<file path="config.mk">
export PLATFORM = sky130hd
export DESIGN_NAME = scan_sequencer
export DESIGN_NICKNAME = d
export VERILOG_FILES = /design/src/scan_seq_pkg.sv /design/src/pixel_fifo.sv /design/src/scan_sequencer.sv /design/src/slot_divider.sv
export SDC_FILE = /design/constraint.sdc
export NUM_CORES = 1
export LEC_CHECK = 0
export BUFFER_PORTS_ARGS = -buffer_cell sky130_fd_sc_hd__buf_2
export CORE_UTILIZATION = 45
export CTS_CLUSTER_SIZE = 12
export DETAILED_ROUTE_END_ITERATION = 8
export GPL_TIMING_DRIVEN = 1
export PLACE_DENSITY = 0.61
export SLEW_MARGIN = 10
export SYNTH_ARGS = -nofsm -noshare
export SYNTH_HDL_FRONTEND = slang
export SYNTH_HIERARCHICAL = 1
export SYNTH_SLANG_ARGS = --single-unit
</file>
<file path="constraint.sdc">
create_clock -name CORE_CLK_IN -period 3.5 [get_ports CORE_CLK_IN]
set_clock_uncertainty 0.2 [all_clocks]
set_input_delay 0.35 -clock CORE_CLK_IN [delete_from_list [all_inputs] [get_ports CORE_CLK_IN]]
set_output_delay 0.35 -clock CORE_CLK_IN [all_outputs]
set_load 0.1 [all_outputs]
</file>
<file path="src/scan_seq_pkg.sv">
// Purpose: shared constants and types of the area sensor scan sequencer
// Assumes: core clock of 250 MHz stands in for the master clock
// Notes:   slot, phase and low times kept in cycles; row blank kept in ns, its cycle count derived from the clock period
package scan_seq_pkg;
  localparam int CLK_PERIOD_NS  = 4;
  localparam int ARRAY_ROWS     = 128;
  localparam int ARRAY_COLS     = 128;
  localparam int FRAME_PIXELS   = ARRAY_ROWS * ARRAY_COLS;
  localparam int SLOT_CYC       = 4;
  localparam int PHASE_CYC      = 4;
  localparam int MIN_LOW_CYC    = 20;
  localparam int ROW_BLANK_NS   = 4600;
  localparam int ROW_BLANK_CYC  = (ROW_BLANK_NS + CLK_PERIOD_NS - 1) / CLK_PERIOD_NS;
  localparam int PIX_DW         = 12;
  localparam int FIFO_DEPTH     = 8;
  localparam logic [1:0] MODE_ROLLING = 2'h0;
  localparam logic [1:0] MODE_GLOBAL  = 2'h1;

  typedef enum logic [2:0] {
    ST_IDLE,
    ST_GCAP,
    ST_SIG,
    ST_RST,
    ST_RHOLD,
    ST_SCAN,
    ST_BLANK
  } seq_state_e;
endpackage

</file>
<file path="src/pixel_fifo.sv">
// Purpose: word FIFO between the column scan and the video output
// Assumes: one clock, valid/ready on both sides
// Notes:   full drops in_ready, which stalls the column scan
`timescale 1ns/1ns
module pixel_fifo #(
  parameter int WIDTH = 24,
  parameter int DEPTH = 8
) (
  input  wire logic             clk_in,    // core clock
  input  wire logic             rst_n_in,  // synchronised reset
  input  wire logic             in_valid,  // write request
  output logic                  in_ready,  // not full
  input  wire logic [WIDTH-1:0] in_data,   // write word
  output logic                  out_valid, // not empty
  input  wire logic             out_ready, // read accept
  output logic      [WIDTH-1:0] out_data   // head word
);
  localparam int AW = $clog2(DEPTH);
  logic [WIDTH-1:0] mem [DEPTH];
  logic [AW-1:0]    wr_reg;
  logic [AW-1:0]    wr_next;
  logic [AW-1:0]    rd_reg;
  logic [AW-1:0]    rd_next;
  logic [AW:0]      cnt_reg;
  logic [AW:0]      cnt_next;
  logic             push;
  logic             pop;

  initial begin
    if (DEPTH < 2 || (1 << AW) != DEPTH) $error("pixel_fifo: DEPTH must be a power of two >= 2");
  end

  assign in_ready  = (cnt_reg != (AW+1)'(DEPTH));
  assign out_valid = (cnt_reg != '0);
  assign out_data  = mem[rd_reg];
  assign push      = in_valid && in_ready;
  assign pop       = out_valid && out_ready;

  always_comb begin
    wr_next  = push ? wr_reg + AW'(1) : wr_reg;
    rd_next  = pop ? rd_reg + AW'(1) : rd_reg;
    cnt_next = cnt_reg + (AW+1)'(push) - (AW+1)'(pop);
  end

  always_ff @(posedge clk_in or negedge rst_n_in) begin
    if (!rst_n_in) begin
      wr_reg  <= '0;
      rd_reg  <= '0;
      cnt_reg <= '0;
    end else begin
      wr_reg  <= wr_next;
      rd_reg  <= rd_next;
      cnt_reg <= cnt_next;
    end
  end

  always_ff @(posedge clk_in) begin
    if (push) begin
      mem[wr_reg] <= in_data;
    end
  end
endmodule

</file>
<file path="src/scan_sequencer.sv">
// Purpose: row/column scan sequencer and video serialiser of a 128x128 readout_circuit
// Assumes: frame_start_pulse and mode inputs synchronous to the core clock
// Notes:   each core clock edge stands for a falling master clock edge
//
// Operation
// - rolling mode keeps every pixel sample-and-hold switch closed
// - rows selected one at a time, top to bottom, full sequence per row
// - first phase transfers the pixel level and captures it as signal
// - then pixel reset, reset level captured in a second hold
// - columns scanned in order, emitting signal and reset level serially
// - rolling mode: row reset released and row advanced once readout ends
// - frame starts on the edge after frame_start_pulse rises, after last row
// - rolling integration runs from row release to its next signal capture
// - global integration equals the frame_start_pulse low interval
// - global mode captures all pixels at once, then reads rows in order
// - global readout transfers the in-pixel held value, then reset and output
// - global mode releases all pixel resets when the pulse falls after frame
// - array is 128 rows by 128 columns, 16384 pixels
// - each pixel slot lasts four clock cycles in which the buffer has room
`timescale 1ns/1ns
module scan_sequencer import scan_seq_pkg::*; #(
  parameter int ROWS  = ARRAY_ROWS,
  parameter int COLS  = ARRAY_COLS,
  parameter int DW    = PIX_DW,
  parameter int DEPTH = FIFO_DEPTH
) (
  input  wire logic                        CORE_CLK_IN,             // core clock
  input  wire logic                        RESETN_IN,               // async reset, active low
  input  wire logic                        FRAME_START_PULSE_IN,    // frame start, a rise in idle starts a scan
  input  wire logic                        MODE1_IN,                // mode select 1
  input  wire logic                        MODE2_IN,                // mode select 2
  input  wire logic [DW-1:0]               PIX_SIGNAL_IN,           // held signal level of column
  input  wire logic [DW-1:0]               PIX_RESET_IN,            // held reset level of column
  input  wire logic                        VIDEO_READY_IN,          // receiver accepts word
  output logic      [$clog2(ROWS)-1:0]     ROW_SEL_OUT,             // selected row
  output logic                             ROW_SEL_VALID_OUT,       // a row is selected
  output logic      [$clog2(COLS)-1:0]     COL_SEL_OUT,             // selected column
  output logic                             SIG_HOLD_OUT,            // capture signal level
  output logic                             RST_HOLD_OUT,            // capture reset level
  output logic                             ROW_RESET_OUT,           // selected row reset switch
  output logic                             ALL_RESET_OUT,           // all-pixel reset switch
  output logic                             PIXEL_SH_CLOSED_OUT,     // in-pixel sample-hold closed
  output logic                             GLOBAL_CAPTURE_OUT,      // all-pixel capture
  output logic                             FRAME_BUSY_OUT,          // frame scan in progress
  output logic                             VIDEO_VALID_OUT,         // video word valid
  output logic      [DW-1:0]               VIDEO_SIGNAL_OUT,        // signal level
  output logic      [DW-1:0]               VIDEO_RESET_OUT,         // reset level
  output logic                             CONVERTER_SAMPLE_STROBE_OUT // converter samples now
);
  localparam int RW = $clog2(ROWS);
  localparam int CW = $clog2(COLS);
  localparam int BW = $clog2(ROW_BLANK_CYC + 1);

  initial begin
    if (ROWS < 2 || COLS < 2 || DW < 1) $error("scan_sequencer: bad array geometry");
    if (ROWS * COLS != FRAME_PIXELS && ROWS == ARRAY_ROWS) $error("scan_sequencer: bad pixel count");
  end

  logic             rst_s1_reg;
  logic             rst_n;
  logic             msp_d_reg;
  logic             msp_rise;
  seq_state_e       state_reg;
  seq_state_e       state_next;
  logic [RW-1:0]    row_reg;
  logic [RW-1:0]    row_next;
  logic [CW-1:0]    col_reg;
  logic [CW-1:0]    col_next;
  logic [BW-1:0]    cnt_reg;
  logic [BW-1:0]    cnt_next;
  logic             global_reg;
  logic             global_next;
  logic             all_rst_reg;
  logic             all_rst_next;
  logic             sh_reg;
  logic             sh_next;
  logic             mode_global_live;
  logic             slot_tick;
  logic             fifo_in_ready;
  logic             fifo_out_valid;
  logic [2*DW-1:0]  fifo_out_data;
  logic             push;
  logic             pop;
  logic             vvalid_reg;
  logic             vvalid_next;
  logic [DW-1:0]    vsig_reg;
  logic [DW-1:0]    vrst_reg;

  function automatic logic phase_done(input logic [BW-1:0] c, input int len);
    return c == BW'(len - 1);
  endfunction

  // reset released through two flops
  always_ff @(posedge CORE_CLK_IN or negedge RESETN_IN) begin
    if (!RESETN_IN) begin
      rst_s1_reg <= 1'b0;
      rst_n      <= 1'b0;
    end else begin
      rst_s1_reg <= 1'b1;
      rst_n      <= rst_s1_reg;
    end
  end

  assign msp_rise         = FRAME_START_PULSE_IN && !msp_d_reg;
  assign mode_global_live = ({MODE2_IN, MODE1_IN} == MODE_GLOBAL);
  assign push             = slot_tick;

  slot_divider #(.DIV(SLOT_CYC)) u_div (
    .clk_in   (CORE_CLK_IN),
    .rst_n_in (rst_n),
    .run_in   (state_reg == ST_SCAN),
    .en_in    (fifo_in_ready),
    .tick_out (slot_tick)
  );

  pixel_fifo #(.WIDTH(2*DW), .DEPTH(DEPTH)) u_fifo (
    .clk_in    (CORE_CLK_IN),
    .rst_n_in  (rst_n),
    .in_valid  (push),
    .in_ready  (fifo_in_ready),
    .in_data   ({PIX_SIGNAL_IN, PIX_RESET_IN}),
    .out_valid (fifo_out_valid),
    .out_ready (pop),
    .out_data  (fifo_out_data)
  );

  always_comb begin
    state_next   = state_reg;
    row_next     = row_reg;
    col_next     = col_reg;
    cnt_next     = cnt_reg + BW'(1);
    global_next  = global_reg;
    all_rst_next = all_rst_reg;
    sh_next      = sh_reg;
    unique case (state_reg)
      ST_IDLE: begin
        cnt_next = '0;
        if (mode_global_live && !FRAME_START_PULSE_IN) begin
          all_rst_next = 1'b0;
          sh_next      = 1'b1;
        end
        if (!mode_global_live) begin
          sh_next = 1'b1;
        end
        if (msp_rise) begin
          row_next    = '0;
          col_next    = '0;
          global_next = mode_global_live;
          state_next  = mode_global_live ? ST_GCAP : ST_SIG;
        end
      end
      ST_GCAP: begin
        if (phase_done(cnt_reg, PHASE_CYC)) begin
          sh_next      = 1'b0;
          all_rst_next = 1'b1;
          cnt_next     = '0;
          state_next   = ST_SIG;
        end
      end
      ST_SIG: begin
        if (phase_done(cnt_reg, PHASE_CYC)) begin
          cnt_next   = '0;
          state_next = ST_RST;
        end
      end
      ST_RST: begin
        if (phase_done(cnt_reg, PHASE_CYC)) begin
          cnt_next   = '0;
          state_next = ST_RHOLD;
        end
      end
      ST_RHOLD: begin
        if (phase_done(cnt_reg, PHASE_CYC)) begin
          cnt_next   = '0;
          col_next   = '0;
          state_next = ST_SCAN;
        end
      end
      ST_SCAN: begin
        cnt_next = '0;
        if (slot_tick) begin
          col_next = col_reg + CW'(1);
          if (col_reg == CW'(COLS - 1)) begin
            // wrap explicitly so a column count that is not a power of two still ends the row
            col_next   = '0;
            state_next = ST_BLANK;
            if (row_reg != RW'(ROWS - 1)) begin
              row_next = row_reg + RW'(1);
            end
          end
        end
      end
      ST_BLANK: begin
        if (phase_done(cnt_reg, ROW_BLANK_CYC)) begin
          cnt_next = '0;
          if (row_reg == RW'(ROWS - 1) && col_reg == '0 && ROW_SEL_VALID_OUT == 1'b0) begin
            state_next = ST_IDLE;
          end else begin
            state_next = ST_SIG;
          end
        end
      end
    endcase
  end

  // last row is marked by holding the row index and clearing the row-valid flag
  logic rowv_reg;
  logic rowv_next;
  always_comb begin
    rowv_next = rowv_reg;
    if (state_reg == ST_IDLE && msp_rise) begin
      rowv_next = 1'b1;
    end else if (state_reg == ST_SCAN && slot_tick && col_reg == CW'(COLS - 1) && row_reg == RW'(ROWS - 1)) begin
      rowv_next = 1'b0;
    end
  end

  always_ff @(posedge CORE_CLK_IN or negedge rst_n) begin
    if (!rst_n) begin
      msp_d_reg   <= 1'b0;
      state_reg   <= ST_IDLE;
      row_reg     <= '0;
      col_reg     <= '0;
      cnt_reg     <= '0;
      global_reg  <= 1'b0;
      all_rst_reg <= 1'b1;
      sh_reg      <= 1'b1;
      rowv_reg    <= 1'b0;
    end else begin
      msp_d_reg   <= FRAME_START_PULSE_IN;
      state_reg   <= state_next;
      row_reg     <= row_next;
      col_reg     <= col_next;
      cnt_reg     <= cnt_next;
      global_reg  <= global_next;
      all_rst_reg <= all_rst_next;
      sh_reg      <= sh_next;
      rowv_reg    <= rowv_next;
    end
  end

  // video output register, popped when empty or taken
  assign pop = fifo_out_valid && (!vvalid_reg || VIDEO_READY_IN);
  always_comb begin
    vvalid_next = vvalid_reg;
    if (pop) begin
      vvalid_next = 1'b1;
    end else if (VIDEO_READY_IN) begin
      vvalid_next = 1'b0;
    end
  end

  always_ff @(posedge CORE_CLK_IN or negedge rst_n) begin
    if (!rst_n) begin
      vvalid_reg <= 1'b0;
      vsig_reg   <= '0;
      vrst_reg   <= '0;
    end else begin
      vvalid_reg <= vvalid_next;
      if (pop) begin
        vsig_reg <= fifo_out_data[2*DW-1:DW];
        vrst_reg <= fifo_out_data[DW-1:0];
      end
    end
  end

  assign ROW_SEL_OUT                 = row_reg;
  assign ROW_SEL_VALID_OUT           = rowv_reg;
  assign COL_SEL_OUT                 = col_reg;
  assign SIG_HOLD_OUT                = (state_reg == ST_SIG);
  assign RST_HOLD_OUT                = (state_reg == ST_RHOLD);
  assign ROW_RESET_OUT               = (state_reg == ST_RST) || (state_reg == ST_RHOLD)
                                       || (state_reg == ST_SCAN);
  assign ALL_RESET_OUT               = all_rst_reg;
  assign PIXEL_SH_CLOSED_OUT         = sh_reg;
  assign GLOBAL_CAPTURE_OUT          = (state_reg == ST_GCAP);
  assign FRAME_BUSY_OUT              = (state_reg != ST_IDLE);
  assign VIDEO_VALID_OUT             = vvalid_reg;
  assign VIDEO_SIGNAL_OUT            = vsig_reg;
  assign VIDEO_RESET_OUT             = vrst_reg;
  assign CONVERTER_SAMPLE_STROBE_OUT = vvalid_reg && VIDEO_READY_IN;

  // helper: pixels pushed in the current row
  logic [CW:0] pcnt_reg;
  always_ff @(posedge CORE_CLK_IN or negedge rst_n) begin
    if (!rst_n) begin
      pcnt_reg <= '0;
    end else if (state_reg == ST_RHOLD) begin
      pcnt_reg <= '0;
    end else if (push) begin
      pcnt_reg <= pcnt_reg + (CW+1)'(1);
    end
  end

  rolling_sh_a: assert property (@(posedge CORE_CLK_IN) disable iff (!rst_n)
    (state_reg != ST_IDLE && !global_reg) |-> PIXEL_SH_CLOSED_OUT)
    else $error("sample-hold opened in rolling mode");
  row_step_a: assert property (@(posedge CORE_CLK_IN) disable iff (!rst_n)
    (state_reg == ST_SCAN && slot_tick && col_reg == CW'(COLS - 1) && row_reg != RW'(ROWS - 1))
    |=> (row_reg == $past(row_reg) + RW'(1)) && !ROW_RESET_OUT)
    else $error("row did not advance with reset release");
  hold_order_a: assert property (@(posedge CORE_CLK_IN) disable iff (!rst_n)
    $rose(RST_HOLD_OUT) |-> $past(ROW_RESET_OUT) && !$past(SIG_HOLD_OUT))
    else $error("reset hold not after pixel reset");
  sig_then_rst_a: assert property (@(posedge CORE_CLK_IN) disable iff (!rst_n)
    $fell(SIG_HOLD_OUT) |-> ROW_RESET_OUT && !RST_HOLD_OUT)
    else $error("signal capture not followed by pixel reset");
  slot_len_a: assert property (@(posedge CORE_CLK_IN) disable iff (!rst_n)
    (push && fifo_in_ready && col_reg != CW'(COLS - 1)) ##1 fifo_in_ready[*4] |-> push)
    else $error("pixel slot not four cycles");
  row_pixels_a: assert property (@(posedge CORE_CLK_IN) disable iff (!rst_n)
    (state_reg == ST_BLANK && $past(state_reg) == ST_SCAN) |-> pcnt_reg == (CW+1)'(COLS))
    else $error("row did not emit all columns");
  frame_start_a: assert property (@(posedge CORE_CLK_IN) disable iff (!rst_n)
    (state_reg == ST_IDLE && msp_rise) |=> row_reg == '0 && col_reg == '0 && FRAME_BUSY_OUT)
    else $error("frame did not restart at first row");
  global_cap_a: assert property (@(posedge CORE_CLK_IN) disable iff (!rst_n)
    (state_reg == ST_IDLE && msp_rise && mode_global_live) |=> GLOBAL_CAPTURE_OUT [*4] ##1 SIG_HOLD_OUT)
    else $error("global capture missing");
  global_rel_a: assert property (@(posedge CORE_CLK_IN) disable iff (!rst_n)
    (state_reg == ST_IDLE && mode_global_live && !FRAME_START_PULSE_IN) |=> !ALL_RESET_OUT)
    else $error("global reset not released");
  strobe_a: assert property (@(posedge CORE_CLK_IN) disable iff (!rst_n)
    (VIDEO_VALID_OUT && !CONVERTER_SAMPLE_STROBE_OUT)
    |=> VIDEO_VALID_OUT && $stable(VIDEO_SIGNAL_OUT) && $stable(VIDEO_RESET_OUT))
    else $error("video word changed before strobe");
endmodule

</file>
<file path="src/slot_divider.sv">
// Purpose: one-cycle enable every DIV enabled cycles, giving the pixel slot rate
// Assumes: run low restarts the count
// Notes:   en low freezes the count so a stalled slot keeps its phase
`timescale 1ns/1ns
module slot_divider import scan_seq_pkg::*; #(
  parameter int DIV = SLOT_CYC
) (
  input  wire logic clk_in,   // core clock
  input  wire logic rst_n_in, // synchronised reset
  input  wire logic run_in,   // count while high
  input  wire logic en_in,    // advance enable
  output logic      tick_out  // last cycle of a slot
);
  localparam int CW = (DIV > 1) ? $clog2(DIV) : 1;
  logic [CW-1:0] cnt_reg;
  logic [CW-1:0] cnt_next;

  initial begin
    if (DIV < 1) $error("slot_divider: DIV must be at least 1");
  end

  assign tick_out = run_in && en_in && (cnt_reg == CW'(DIV - 1));

  always_comb begin
    cnt_next = cnt_reg;
    if (!run_in) begin
      cnt_next = '0;
    end else if (tick_out) begin
      cnt_next = '0;
    end else if (en_in) begin
      cnt_next = cnt_reg + CW'(1);
    end
  end

  always_ff @(posedge clk_in or negedge rst_n_in) begin
    if (!rst_n_in) begin
      cnt_reg <= '0;
    end else begin
      cnt_reg <= cnt_next;
    end
  end
endmodule

</file>
======== After elaboration in Yosys (flattened, before gate mapping) ========
Memories as Yosys holds them, arrays and structs flattened. A register that Yosys moved wholly into a read port is not among the register bits.
Cells that the tools add are included.
W data, S select, Z words.
storage, ports and cells
  bits in registers ....................... 47
  memory bits (writable) .................. 192
  input port bits ......................... 30
  output and inout port bits .............. 48
  word-level logic and storage cells ...... 127
  memories ................................ 1
memory list
  name        depth  width  read ports  clocked after Yosys merged registers in  write ports  line              text
  u_fifo.mem  8      24     1           1                                        1            pixel_fifo.sv:19  logic [WIDTH-1:0] mem [DEPTH];
operators by class
  add/sub/neg operators ................... 8
  equal/unequal tests ..................... 26
  mux-type cells .......................... 39
  bitwise logic cells ..................... 1
  reductions and logical operators ........ 37
operator list
  cell                     number
  $mux W7                  7
  $pmux W11 S3             1
  $mux W3                  8
  $mux W11                 2
  $pmux W3 S7              1
  $pmux W7 S3              1
  $add A7 B1 Y7 const B    2
  $eq A7 B7 Y1 const B     2
  $logic_and A1 B1 Y1      14
  $ne A2 B2 Y1 const B     7
  $pmux W7 S2              1
  $add A11 B1 Y11 const B  1
  $eq A11 B11 Y1 const B   1
  $eq A11 B2 Y1 const B    1
  $mux W1                  11
  $mux W2                  5
  $eq A3 B3 Y1 const B     3
  $reduce_and A8 Y1        1
  $reduce_bool A2 Y1       4
  $logic_not A7 Y1         1
  $ne A7 B7 Y1 const B     1
  $add A3 B1 Y3 const B    2
  $eq A3 B2 Y1 const B     2
  $ne A2 B1 Y1 const B     3
  other kinds (20)         29

======== Logic depth before layout (Yosys ltp) ========
  depth after elaboration ................. 8
  mapped depth ............................ 14
  mapped depth without buffers ............ 13

======== Modules after synthesis ========
The synthesis kept the hierarchy.
modules (own cells, without submodules)
  module          times used  cells an instance  area an instance (µm²)  sequential area each (µm²)
  pixel_fifo      1           333                7835.0                  6015.8
  scan_sequencer  1           257                2826.5                  1478.9
  slot_divider    1           8                  101.3                   50.0

======== Worst setup path before layout ========
OpenSTA, ideal clock, no wires.
  path kind ............................... register to register
  start ................................... register state_reg[2]
  end ..................................... register col_reg[3], in the netlist COL_SEL_OUT[3]
  library setup time ...................... 0.071 ns
  data arrival time ....................... 3.539 ns
  required time ........................... 3.229 ns
  setup slack ............................. -0.311 ns
  cell stages (with the launch flop) ...... 7
  buffers on the path ..................... 1
  period minus slack after synthesis ...... 3.811 ns
  cells stage by stage .................... dfrtp_1 clkbuf_1 inv_1 nor3_1 a211oi_4 a21bo_1 a32o_1
between the ends
  elaborated cells between the ends (all ways) .. 11
  classes of those cells .................. 5 x eq/ne; 1 x mux; 5 x reduce/logical
RTL lines
  item                                                                 line                   text
  start: declaration                                                   scan_sequencer.sv:63   seq_state_e state_reg;
  start signal: assignment                                             scan_sequencer.sv:231  state_reg <= state_next;
  $eq A3 B3 Y1 (*)                                                     --
  via RST_HOLD_OUT                                                     scan_sequencer.sv:39   output logic RST_HOLD_OUT,
  $ne A2 B1 Y1 (no source line) or $reduce_bool A3 Y1 (tied branches)  --
  $reduce_and A4 Y1 (no source line)                                   --
  end signal: assignment                                               scan_sequencer.sv:233  col_reg <= col_next;
  end: declaration                                                     scan_sequencer.sv:67   logic [CW-1:0] col_reg;
Mark *: on every way through the listed nets, which the timed path passes. The rest lies on a longest branch.
A chain may end at the register's enable or synchronous reset.

======== Worst setup path after layout ========
  start ................................... register state_reg[1]
  end ..................................... register u_fifo.cnt_reg[2]
between the ends
  longest elaborated chain between the ends .. 6
RTL lines
  item                              line                   text
  $eq A3 B3 Y1                      scan_sequencer.sv:111  .run_in (state_reg == ST_SCAN),
  $logic_and A1 B1 Y1 (2 in a row)  slot_divider.sv:22     assign tick_out = run_in && en_in && (cnt_reg == CW'(DIV - 1));
  via push                          scan_sequencer.sv:82   logic push;
  $logic_and A1 B1 Y1               pixel_fifo.sv:36       assign push = in_valid && in_ready;
  $add A4 B1 Y4                     pixel_fifo.sv:42       cnt_next = cnt_reg + (AW+1)'(push) - (AW+1)'(pop);
  $sub A4 B1 Y4                     pixel_fifo.sv:42
  via u_fifo.cnt_next[2]            pixel_fifo.sv:25       logic [AW:0] cnt_next;
  end signal: assignment            pixel_fifo.sv:53       cnt_reg <= cnt_next;
  end: declaration                  pixel_fifo.sv:24       logic [AW:0] cnt_reg;
The timed path passes the listed nets, and every way through them passes these cells.

==> flow_summary.toml <==
[power_and_ir_drop]
p_per_area_nw_per_um2 = 840
ir_drop_uv = 582
p_leak_nw = 4.72
power.total_w = 0.0107

[setup_path]
worstSetupEndpointType = "flip-flop"
critPathArrivalTime_ps = 3190
timing.rr.start = "state_reg[1]$_DFFE_PN0P_"
critPathKind = "reg -> reg"
cp-start-kind = "flip-flop"
crit_start = "state_reg[1]$_DFFE_PN0P_"
critPathMaxFanout = 19
cp.required_ps = 3710

[cells_and_area]
final.fill_count = 1844
max_flop_register = "u_fifo/mem"
final_cells = 1063
final_common_cell = "edfxtp_1"
final_nets = 770
drive_above_1_share_pct = 34.8
antennaDiodeCount = 0
largest_reg_flops = 192
synthToLayoutAreaGrowth_pct = 18.6
stdcell_area_sq_um = 12800
layout_common_cells = "edfxtp_1, buf_2, dfrtp_1"

[drt]
drtPass1Iterations = 4
ant_nets = 0
route.detailed.drc = 0
drt-total-wl_um = 19900
vias = 5598
wire_per_inst_um = 18.7
vias_per_cell = 5.27
drtIter0Drc = 309

[cts]
tritoncts = "done"
cts-root-buf = "clkbuf_16"
cts_buffers = 28
clk_path_buf_depth = 3
worstSkewPairLatency_ps = 520
cts_max_level = 1
cts_sinks = 263
post_cts_buffers = 0
path_clk_slew_ps = 60

[placed_design]
io_buffer_count = 77
gp_congestion = 0.824
place_ws_ps = 551
place_hpwl_um = 11900
dp_cells = 986
placed_area_sq_um = 11600

[logic_synthesis]
yosysUniqueCellTypes = 53
syn_area_sq_um = 10800
yosysSeqAreaShare_pct = 70.1
synth_flop_cell = "edfxtp_1"
synth-seq-cells = 263
syn_inst = 598
synth_top_cell_by_area = "edfxtp_1"
avgSynthCellArea_sq_um = 18.0
synthArstFlopShare_pct = 27.0
synth_fp_nets = 643
synth_warnings = 6
synth_edf_count = 192
yosys-top-cells-area = "edfxtp_1, dfrtp_1, mux4_2"
synth_top_area_share_pct = 53.6

[die]
rows = 56
ioPinCount = 78
die_area_sq_um = 24500
fp.dieH_um = 157
initial_core_util_pct = 45.9
die_w_um = 157
core-area_sq_um = 23500

[run]
max_cap_violations = 0

[outcome]
status = "completed"

[timing]
worst_slack_ps = 521
min_period_over_period_pct = 85.1
min_period_ps = 2980
tns_ps = 0
setup_viol = 0
hold_viol_final = 0
worst_pin_slew_ps = 998
max_freq_ghz = 0.336
slew_headroom_pct = 33.5
rsz0062_at_grt = "no"
finalMaxSlewViolations = 0

[worst_hold_path]
min_from = "MODE2_IN"
hp-class = "in -> reg"

[grt]
grt_usage_pct = 16.9
grt_overflow = 0
antenna_found_initial = 0
grt_pass1_wl_um = 31600
grt_max_degree = 70
grt_pass1_vias = 5733
-- per-stage QoR --
step	hold WS (ps)	util, %
2_1_floorplan	-146	-
3_3_place_gp	-65.2	49.5
3_5_place_dp	-64.3	49.5
4_1_cts	42.9	54.4
5_1_grt	67.0	54.4
6_report	45.8	54.4
-- logic make-up after synthesis --
kind of cell / Yosys count / share of synthesized area [%]
AO/OA/AOI/OAI: 38 / 2.38
multiplexers: 101 / 15.9
other: 1 / 0.0348
buffers and inverters: 39 / 1.85
flip-flops: 263 / 70.1
adder cells (fa/ha/maj): 15 / 1.81
XOR/XNOR: 20 / 1.63
AND/OR/NAND/NOR: 121 / 6.28
-- timing repair --
action / CTS / global route
endpoints found under the hold margin: 198 / 0
resized for setup: 0 / 0
hold buffers: 28 / 0
-- report_power, final --
part / total (W) / internal (W) / leakage (nW) / switching, W
clock: 0.00276 / 0.00166 / 0.433 / 0.00110
combinational: 0.00401 / 0.00137 / 1.68 / 0.00264
sequential: 0.00395 / 0.00364 / 2.61 / 0.000306
total: 0.0107 / 0.00667 / 4.72 / 0.00405
-- synth_stat cells (2+ instances only) --
cell type	count
buf_2	10
clkbuf_1	9
or3b_2	2
mux2_4	10
nor2_1	28
nand4b_1	2
and4_1	2
mux2_2	41
xor2_1	14
nand4_1	2
dfrtp_1	69
nor3b_1	2
ha_1	14
nand2b_1	7
inv_1	14
dfstp_2	2
and3_1	5
o21ai_0	12
or2_2	2
buf_12	2
nand3_1	22
buf_1	3
nor4b_1	2
a21o_1	5
nand2_1	19
mux4_2	48
xnor2_1	6
and2_1	4
a21oi_1	11
nor2b_1	4
a31o_2	2
mux2i_1	2
nor3_1	8
nand3b_1	3
edfxtp_1	192
-- metal layers --
layer | vias to the layer above | global-route usage, % | routed length, um
met1 | 2886 | 22.5 | 8820
met3 | 24 | 2.69 | 727
li1 | 2575 | - | -
met5 | - | 0 | 0
met4 | 0 | 3.78 | 311
met2 | 113 | 29.3 | 10000
-- critical path: stages, from the launching register on --
cell and delay [ps]:
dfrtp_1 590, nand3b_1 370, inv_1 220, and3_2 280
nand2_1 130, ha_1 300, inv_1 40, ha_1 200
fa_1 380, xor2_1 150
-- area by class of cell --
| cell class | count | area (sq um) | area share, % |
|---|---|---|---|
| inverters | 14 | 52.6 | 0.412 |
| clock buffers | 40 | 807 | 6.32 |
| multi-input cells | 296 | 3070 | 24.0 |
| well taps | 319 | 399 | 3.13 |
| clock inverters | 9 | 66.3 | 0.520 |
| repair buffers | 122 | 818 | 6.41 |
| flip-flops and latches | 263 | 7550 | 59.2 |
-- path summary, 6_finish.rpt --
kind,slack (ps),cells past startpoint,endpoint
worst max-delay path,520,9,u_fifo/cnt_reg[2]$_DFF_PN0_
worst min-delay path,50,5,ALL_RESET_OUT$_DFFE_PN1P_
worst max register to register,520,9,u_fifo/cnt_reg[2]$_DFF_PN0_
worst min register to register,160,0,rst_n$_DFF_PN0_
max in group asynchronous,2040,0,u_fifo/rd_reg[0]$_DFFE_PN0P_
min in group asynchronous,310,0,cnt_reg[0]$_DFF_PN0_
Note: power is estimated with default switching activity, not from simulation.
